## config.mk

```make
export PLATFORM = sky130hd
export DESIGN_NAME = rre_exec
export DESIGN_NICKNAME = d
export VERILOG_FILES = /design/src/pkg/rre_pkg.sv /design/src/rre_exec.sv /design/src/rre_rotate.sv
export SDC_FILE = /design/constraint.sdc
export NUM_CORES = 1
export LEC_CHECK = 0
export BUFFER_PORTS_ARGS = -buffer_cell sky130_fd_sc_hd__clkbuf_2
export CORE_ASPECT_RATIO = 1.25
export CORE_MARGIN = 4
export CORE_UTILIZATION = 26
export CTS_BUF_LIST = sky130_fd_sc_hd__clkbuf_2
export DETAILED_ROUTE_END_ITERATION = 12
export PLACE_DENSITY = 0.58
export SLEW_MARGIN = 15
export SYNTH_ARGS = -nofsm -noshare
export SYNTH_HDL_FRONTEND = slang
export SYNTH_HIERARCHICAL = 1
export SYNTH_SLANG_ARGS = --single-unit
```

## constraint.sdc

```tcl
create_clock -name clk_sys -period 2.2 [get_ports clk_sys]
set_input_delay 0.22 -clock clk_sys [delete_from_list [all_inputs] [get_ports clk_sys]]
set_output_delay 0.22 -clock clk_sys [all_outputs]
set_load 0.05 [all_outputs]
```

## src/pkg/rre_pkg.sv

```systemverilog
package rre_pkg;

   // Data and address widths of the core
   localparam int RRE_DATA_W = 8;
   localparam int RRE_FADDR_W = 7;
   localparam int RRE_PC_W = 13;
   localparam int RRE_SP_W = 3;

   // Bit position of the global interrupt enable in the control register
   localparam int RRE_GIE_BIT = 7;

   // Destination select values
   localparam logic RRE_DEST_W = 1'h0;
   localparam logic RRE_DEST_F = 1'h1;

   // Cycle counts per operation
   localparam logic [1:0] RRE_CYC_RET = 2'h2;
   localparam logic [1:0] RRE_CYC_ROT = 2'h1;

   // Reset values
   localparam logic [RRE_DATA_W-1:0] RRE_W_RST = 8'h00;
   localparam logic [RRE_DATA_W-1:0] RRE_ICR_RST = 8'h00;
   localparam logic [RRE_PC_W-1:0] RRE_PC_RST = 13'h0000;
   localparam logic [RRE_SP_W-1:0] RRE_SP_RST = 3'h0;

   // Operation codes presented by the instruction decoder
   typedef enum logic [2:0] {
      RRE_OP_NONE = 3'b000,
      RRE_OP_RETURN = 3'b001,
      RRE_OP_RETFROMIRQ = 3'b010,
      RRE_OP_RETLIT = 3'b011,
      RRE_OP_ROTL = 3'b100
   } rre_op_t;

   // One decoded instruction
   typedef struct packed {
      rre_op_t op;
      logic [RRE_DATA_W-1:0] literal;
      logic [RRE_FADDR_W-1:0] faddr;
      logic dest;
   } rre_instr_t;

   // File register write request
   typedef struct packed {
      logic we;
      logic [RRE_FADDR_W-1:0] addr;
      logic [RRE_DATA_W-1:0] data;
   } rre_fwrite_t;

endpackage

```

## src/rre_exec.sv

```systemverilog
`timescale 1ns/1ns
// Operation
// RULE_01 - Interrupt return pops stack, sets interrupt enable
// RULE_02 - Enable is control bit 7; two cycles
// RULE_03 - Subroutine return pops into PC, two cycles
// RULE_04 - Literal return loads W, pops, two cycles
// RULE_05 - Rotate left through carry, one cycle
// RULE_06 - Destination bit selects W or file register
// RULE_07 - Each pop moves stack pointer back one
module rre_exec
   import rre_pkg::*;
#(
   parameter int STACK_DEPTH = 8
) (
   input wire logic clk_sys,
   input wire logic reset,
   input wire rre_instr_t instr,
   input wire logic instr_valid,
   input wire logic [RRE_PC_W-1:0] stack_top,
   input wire logic [RRE_DATA_W-1:0] file_rdata,
   input wire logic carry_in,
   output logic [RRE_FADDR_W-1:0] file_raddr,
   output rre_fwrite_t file_wr,
   output logic [RRE_DATA_W-1:0] working_reg,
   output logic carry_out,
   output logic carry_we,
   output logic [RRE_DATA_W-1:0] interrupt_control_reg,
   output logic [RRE_PC_W-1:0] pc,
   output logic [RRE_SP_W-1:0] stack_ptr,
   output logic pop_pulse,
   output logic busy,
   output logic done
);

   // Execution phase: second cycle of two-cycle returns
   typedef enum logic [0:0] {
      RRE_ST_IDLE = 1'b0,
      RRE_ST_SECOND = 1'b1
   } rre_state_t;

   // State of the unit: every _d is computed below, every _q is a flop
   rre_state_t state_q, state_d; // Phase
   logic [RRE_DATA_W-1:0] w_q, w_d; // Working register
   logic [RRE_DATA_W-1:0] icr_q, icr_d; // Interrupt control register
   logic [RRE_PC_W-1:0] pc_q, pc_d; // Program counter
   logic [RRE_SP_W-1:0] sp_q, sp_d; // Stack pointer
   logic carry_q, carry_d; // Carry result
   logic carry_we_q, carry_we_d; // Carry write strobe
   rre_fwrite_t fwr_q, fwr_d; // File write request
   logic [RRE_FADDR_W-1:0] raddr_q, raddr_d; // Held read address
   logic pop_q, pop_d; // Pop strobe
   logic done_q, done_d; // Completion strobe
   logic [RRE_DATA_W-1:0] rot_val; // Rotate result
   logic rot_c; // Rotate carry out
   logic busy_q, busy_d; // Busy flag, kept in a flop for a clean pin
   logic [RRE_SP_W-1:0] sp_pop; // Stack pointer one level down

   // Shared rotator, fed straight from the file read data, so the file
   // must be read in the same cycle as the op is offered
   rre_rotate #(
      .WIDTH(RRE_DATA_W)
   ) u_rot (
      .value_in(file_rdata),
      .carry_in(carry_in),
      .value_out(rot_val),
      .carry_out(rot_c)
   );

   // Stack pointer after one pop. From the bottom level it wraps to the
   // deepest level, so a stack shallower than the pointer range still
   // cycles through its own entries only. Limitation: STACK_DEPTH must
   // not exceed the pointer range, or the wrap value is cut short.
   always_comb begin
      if (sp_q == '0) begin
         // Bottom level: wrap to the deepest entry
         sp_pop = RRE_SP_W'(STACK_DEPTH - 1); // RULE_07
      end else begin
         // Any other level: one step back
         sp_pop = sp_q - 3'h1; // RULE_07
      end
   end

   // Next-state logic for the whole execution unit. A return is split in
   // two phases: the first loads the program counter and pops the stack,
   // the second is a dead cycle while the fetch unit refills from the
   // popped address. A rotate finishes in its first phase. Everything
   // defaults to hold, and all strobes default low so that each lasts
   // exactly one cycle.
   always_comb begin
      state_d = state_q;
      w_d = w_q;
      icr_d = icr_q;
      pc_d = pc_q;
      sp_d = sp_q;
      carry_d = carry_q;
      carry_we_d = 1'b0;
      fwr_d = '0;
      raddr_d = raddr_q;
      pop_d = 1'b0;
      done_d = 1'b0;
      case (state_q)
         RRE_ST_IDLE: begin
            // New instructions accepted only between operations
            // Op NONE and ops of other units fall to the default branch
            if (instr_valid) begin
               // Address kept for the file read port, whatever the op
               raddr_d = instr.faddr;
               case (instr.op)
                  RRE_OP_RETURN: begin
                     // Pop now; status untouched
                     // No increment: the popped address is the next one
                     pc_d = stack_top; // RULE_03
                     sp_d = sp_pop; // RULE_07
                     pop_d = 1'b1;
                     state_d = RRE_ST_SECOND; // RULE_03
                  end
                  RRE_OP_RETFROMIRQ: begin
                     // Back from a handler: pop and re-enable interrupts.
                     // The enable is set in the first phase, so a pending
                     // request is seen as soon as the fetch resumes.
                     pc_d = stack_top; // RULE_01
                     icr_d[RRE_GIE_BIT] = 1'b1; // RULE_02
                     // Other control bits are left as they stand
                     sp_d = sp_pop; // RULE_07
                     pop_d = 1'b1;
                     state_d = RRE_ST_SECOND; // RULE_02
                  end
                  RRE_OP_RETLIT: begin
                     // Table lookup return: literal into W, then pop
                     // Every 8-bit value is legal, so no range check
                     w_d = instr.literal; // RULE_04
                     pc_d = stack_top; // RULE_04
                     sp_d = sp_pop; // RULE_07
                     pop_d = 1'b1;
                     state_d = RRE_ST_SECOND; // RULE_04
                  end
                  RRE_OP_ROTL: begin
                     // Only carry changes among status bits
                     carry_d = rot_c; // RULE_05
                     carry_we_d = 1'b1;
                     // Single-cycle op: step to the next word
                     pc_d = pc_q + 13'h0001;
                     done_d = 1'b1; // RULE_05
                     // Destination 1: write back to the file register
                     if (instr.dest == RRE_DEST_F) begin
                        fwr_d.we = 1'b1; // RULE_06
                        fwr_d.addr = instr.faddr;
                        fwr_d.data = rot_val;
                     end else begin
                        // Destination 0: result to W, file untouched
                        w_d = rot_val; // RULE_06
                     end
                  end
                  default: begin
                     // Other operations belong to other units
                  end
               endcase
            end
         end
         RRE_ST_SECOND: begin
            // Flush cycle while the popped address is fetched
            // Offers arriving now are dropped; the issuer must retry
            done_d = 1'b1;
            state_d = RRE_ST_IDLE;
         end
         default: begin
            // Unreachable with one state bit; recover to idle
            state_d = RRE_ST_IDLE;
         end
      endcase
      // Busy follows the next phase so that the flop matches the state
      busy_d = (state_d == RRE_ST_SECOND); // RULE_03
   end

   // Registers only. Reset is synchronous; every output starts low so
   // the rest of the core sees no stray strobe on the first cycle.
   always_ff @(posedge clk_sys) begin
      if (reset) begin
         state_q <= RRE_ST_IDLE;
         w_q <= RRE_W_RST;
         icr_q <= RRE_ICR_RST;
         pc_q <= RRE_PC_RST;
         sp_q <= RRE_SP_RST;
         carry_q <= 1'b0;
         carry_we_q <= 1'b0;
         fwr_q <= '0;
         raddr_q <= '0;
         pop_q <= 1'b0;
         done_q <= 1'b0;
         busy_q <= 1'b0;
      end else begin
         state_q <= state_d;
         w_q <= w_d;
         icr_q <= icr_d;
         pc_q <= pc_d;
         sp_q <= sp_d;
         carry_q <= carry_d;
         carry_we_q <= carry_we_d;
         fwr_q <= fwr_d;
         raddr_q <= raddr_d;
         pop_q <= pop_d;
         done_q <= done_d;
         busy_q <= busy_d;
      end
   end

   // Outputs straight from flip-flops
   // File register ports
   assign file_raddr = raddr_q;
   assign file_wr = fwr_q;
   // Architectural registers
   assign working_reg = w_q;
   // Status carry and its write strobe
   assign carry_out = carry_q;
   assign carry_we = carry_we_q;
   assign interrupt_control_reg = icr_q;
   // Program flow
   assign pc = pc_q;
   assign stack_ptr = sp_q;
   assign pop_pulse = pop_q;
   // Phase flag for the fetch unit
   assign busy = busy_q;
   assign done = done_q;

endmodule

```

## src/rre_rotate.sv

```systemverilog
`timescale 1ns/1ns
// Combinational rotate-left through carry
module rre_rotate
   import rre_pkg::*;
#(
   parameter int WIDTH = RRE_DATA_W
) (
   input wire logic [WIDTH-1:0] value_in,
   input wire logic carry_in,
   output logic [WIDTH-1:0] value_out,
   output logic carry_out
);

   // Old carry enters bit 0, old msb leaves as carry
   always_comb begin
      value_out = {value_in[WIDTH-2:0], carry_in}; // RULE_05
      carry_out = value_in[WIDTH-1]; // RULE_05
   end

endmodule

```

**Word level (Yosys, flattened, before mapping)**

Cells that the tools add are included.

- $add $sub $neg: 2
- Eq/ne operators: 5
- Multiplexer cells: 11
- Bitwise gates (word level): 4
- Reductions and logical operators: 13

Operator list:

| cell | number |
|---|---|
| $pmux 13 s2 | 1 |
| $mux 16 | 1 |
| $pmux 8 s2 | 1 |
| $add 13x1->13 const B | 1 |
| $reduce_and 3->1 | 4 |
| $mux 8 | 1 |
| $eq 3x2->1 const B | 2 |
| $reduce_or 5->1 | 1 |
| $mux 1 | 4 |
| $not 1->1 | 4 |
| $pmux 1 s2 | 2 |
| $reduce_and 4->1 | 1 |
| $reduce_bool 2->1 | 2 |
| $reduce_or 4->1 | 1 |
| $eq 3x1->1 const B | 1 |
| $eq 3x3->1 const B | 1 |
| $logic_not 3->1 | 1 |
| $mux 3 | 1 |
| $reduce_or 3->1 | 1 |
| $sub 3x1->3 const B | 1 |
| $ne 2x2->1 const B | 1 |
| $reduce_and 2->1 | 1 |
| $reduce_or 2->1 | 1 |

- Register bits after elaboration: 53
- Output and inout bits: 60
- Word-level logic and storage cells: 48

**Longest topological paths before layout**

- Depth after elaboration: 5
- Depth in mapped cells: 7
- Gate-level depth less buffers: 5

**By module**

The synthesis kept the hierarchy.

By module, submodules not included:

| module | instances | cells an instance | area each (um^2) | sequential area each (um^2) |
|---|---|---|---|---|
| rre_exec | 1 | 266 | 2280.9 | 1041.0 |
| rre_rotate | 1 | 9 | 67.6 | 0.0 |

**Worst setup path before layout**

Ideal clock, no wire load.

- Path kind: flip-flop to flip-flop
- Start point: register pc_q[0] (netlist: pc[0])
- End point: register pc_q[8] (netlist: pc[8])
- Setup time: 0.136 ns
- Data arrival time: 1.773 ns
- Data required time: 2.064 ns
- Slack: 0.291 ns
- Stages on the path, launching flop included: 6
- Clock period less this slack: 1.909 ns
- Path through: dfxtp_1 -> ha_1 -> nand3_1 -> or4_1 -> o21ai_0 -> a211oi_1

- Cells in the longest elaborated chain, start to end: 2

RTL lines:

| element | line | text |
|---|---|---|
| start: declaration | rre_exec.sv:45 | `logic [RRE_PC_W-1:0] pc_q, pc_d;` |
| start signal: assignment | rre_exec.sv:195 | `pc_q <= pc_d;` |
| $add 13x1->13 | rre_exec.sv:142 | `pc_d = pc_q + 13'h0001;` |
| $pmux 13 s2 | rre_exec.sv:108 | `case (instr.op)` |

No other way between the ends.
A chain may end at the register's enable or synchronous reset.

**Worst setup path in the final report**

- Start point: input instr[18] (netlist name)
- End point: register w_q[2] (netlist: working_reg[2])

- Cells in the longest elaborated chain, start to end: 3
- Elaborated cells on any way between the ends: 6

RTL lines:

| element | line | text |
|---|---|---|
| start: declaration | rre_exec.sv:17 | `input wire rre_instr_t instr,` |
| $eq 3x3->1 / $eq 3x2->1 (equally long branches) | rre_exec.sv:108 |  |
| $ne 2x2->1 (no source line) / $reduce_bool 2->1 (equally long branches) | -- |  |
| $reduce_and 4->1 (no source line) | -- |  |
| end signal: assignment | rre_exec.sv:193 | `w_q <= w_d;` |
| end: declaration | rre_exec.sv:43 | `logic [RRE_DATA_W-1:0] w_q, w_d;` |

Several ways; a longest one is shown, not always the timed one.

==> metrics.cfg <==
[logic_synthesis]
ys.flop_type=dfxtp_1
synthesis.instances=275
ys_seq_area_frac=0.443
yosysTopAreaCell=dfxtp_1
post-synth-top-area-fraction=0.443
syn-cell-area_um2=2350
netlist_top_cells_area=dfxtp_1, nand2_1, buf_4, and3_1, a21oi_1
synth_async_sr_flop_share=0
synth_cell_types=43
synthesis.yosys.warnings=6
syn_avg_cell_area_um2=8.54
yosys_register_bits=52
synth-edff-count=0

[grt]
antenna_found_initial=0
grt_pass1_wl_mm=11.4
largest_net_degree_at_the_start_of_global_routing=26
first_global_vias=2317
globalRouteTotalUtil=0.133
grt.overflow.total=0

[final_layout]
layout-drive-gt1-share=0.307
stdcell_count=507
most-common-layout-cells=clkbuf_2, dfxtp_1, nand2_1
finish.net_count=433
mostFrequentLayoutCell=clkbuf_2
diodes=0
largest_register_ff_count=16
area_growth_syn_to_layout_pct=35.5

[critical_path]
cp.arrival_ns=2.37
cp-startpoint=instr[18]
timing.setup.critical_path_class=input pin to register
crit-reg2reg-launch=pop_pulse
reg2reg_to=pc[12]
r2r_setup_slack_ns=0.37
crit_path_start_kind=input pin
worstSetupEndpointType=register
worstPathRequired_ns=2.57
worst_reg_to_reg_path_cell_count=4
crit_path_max_fanout=16
endpoint_of_the_most_critical_setup_path=working_reg[2]

[die]
fp.dieH_um=114
die_area_um2=10600
die_width_um=93.0
rows=38
initial_utilization=0.268
core_box_area_um2=8750
boundaryPins=104

[flow_run]
max_cap_viol_count=0

[clock_network]
numClockSinks=52
cts_inserted_buffers=5
cts-resized-gates=0
clk_root_buffer_cell=clkbuf_2
clk_pin_slew_worst_paths_ns=0.28
cts_setup_buffers=0
count_of_hold_buffers_inserted_by_post_cts_repair=27
clk_latency_ns=0.43
clock_path_buffers=2
clock_tree_from_tritoncts=yes
cts-htree-levels=2

[sta]
final_hold_vios=0
timing_max_transition_violations_final=0
final-setup-viol-count=0
setup_total_negative_slack_ns=0
relative_max_transition_margin=0.529
worst_clock_skew_ns=0.00883
rsz0062_at_grt=no
fin_crit_sh=0.908
final_critical_delay_including_setup_and_external_delays_ns=2.00
fmaxAchievable_mhz=501
timing_worst_slew_pin_value_ns=0.704

[route]
route.vias.total=2346
first_iter_violations=122
vias_per_cell=4.63
routedWlPerCell_um=13.8
detailedRoute.firstPassIterationCount=4
number_of_remaining_drc_errors=0
antenna_violating_nets_post_route=0
detail_route.wirelength_mm=7.02

[power_and_ir_drop]
vdd.ir_drop.worst_mv=0.252
cellPowerDensity_nw_per_um2=592
power_frac_comb=0.241
clkPwrFrac=0.217
power_switching_share=0.354
p_leak_nw=1.41
power.share.sequential=0.542
switching_power_mw=0.668
power_report.internal_total_mw=1.22

[placement]
place.detailed.hpwl_mm=5.07
final_wtd_congestion=0.837
buffer_ports.inserted=96
place.detailed.instances=472

[run_status]
outcome=completed

[worst_hold_path]
min-delay-path-class=input pin to register

==> power by group through the flow <==
stage | clock, mW | sequential (mW) | combinational (mW)
after floorplan | 0 | 1.17 | 0.180
after global placement | 0 | 1.04 | 0.412
after detailed placement | 0 | 1.04 | 0.417
after CTS | 0.432 | 1.02 | 0.456
after global routing | 0.470 | 1.03 | 0.491
final | 0.410 | 1.02 | 0.454
==> cells in the mapped netlist (all sizes together), types with 5 or more instances <==
cell type,count
nor4,5
inv,8
o21ai,15
dfxtp,52
nor2,18
buf,22
a311oi,11
a211oi,5
nand3,7
nor3b,5
nand2,38
a21oi,18
clkbuf,12
and3,16
nor3,6
==> worst min-delay path by stage <==
stage                       start        endpoint  slack (ns)  depth (start not counted)
global placement    file_raddr[1]   file_raddr[1]        0.45                          2
global route             instr[9]  working_reg[1]        0.02                          3
floorplan               instr[18]       pop_pulse        0.30                          1
detailed placement  file_raddr[1]   file_raddr[1]        0.45                          2
CTS                      instr[9]  working_reg[1]       0.006                          3
finish                   instr[9]  working_reg[1]        0.03                          3
==> layout make-up <==
type | instances | area [µm²]
Tap cell | 120 | 150
Sequential cell | 52 | 1040
Timing Repair Buffer | 132 | 818
Multi-Input combinational cell | 187 | 1100
Fill cell | 972 | 5570
Inverter | 8 | 30.0
Clock inverter | 2 | 16.3
Clock buffer | 6 | 30.0
==> logic make-up (layout without fill, tap and decap cells) <==
family          count (synthesis)  count (layout)  synth area share
flops                          52              52             0.443
mux                             1               1           0.00426
other cells                     1               7           0.00160
compound gates                 62              62             0.187
fa+ha+maj                       3               3            0.0160
buf+inv                        42             148             0.101
simple gates                  114             114             0.247
==> stage by stage <==
stage	setup WS [ns]	power [mW]	instance area (µm²)	utilization	hold slack [ns]
2_1_floorplan	0.291	1.35	2370	-	0.299
3_3_place_gp	0.367	1.45	2870	0.328	0.447
3_5_place_dp	0.297	1.45	2870	0.328	0.450
4_1_cts	0.230	1.91	3180	0.364	0.00569
5_1_grt	0.112	1.99	3180	0.364	0.0198
6_report	0.202	1.88	3180	0.364	0.0303
==> worst max-delay path, stage by stage <==
cell	delay [ns]
dlygate4sd3_1	0.55
clkbuf_2	0.19
or3b_1	0.59
o32ai_4	0.27
buf_4	0.24
nor2_1	0.06
a311oi_1	0.24
==> routing by layer <==
layer | up-vias | part of all wire | GRT usage
met5 | - | 0 | 0
met4 | 0 | 0.014 | 0.0313
met3 | 10 | 0.073 | 0.0329
met2 | 95 | 0.47 | 0.229
met1 | 1062 | 0.44 | 0.166
li1 | 1179 | - | -
Note: power is estimated with default switching activity, not from simulation.
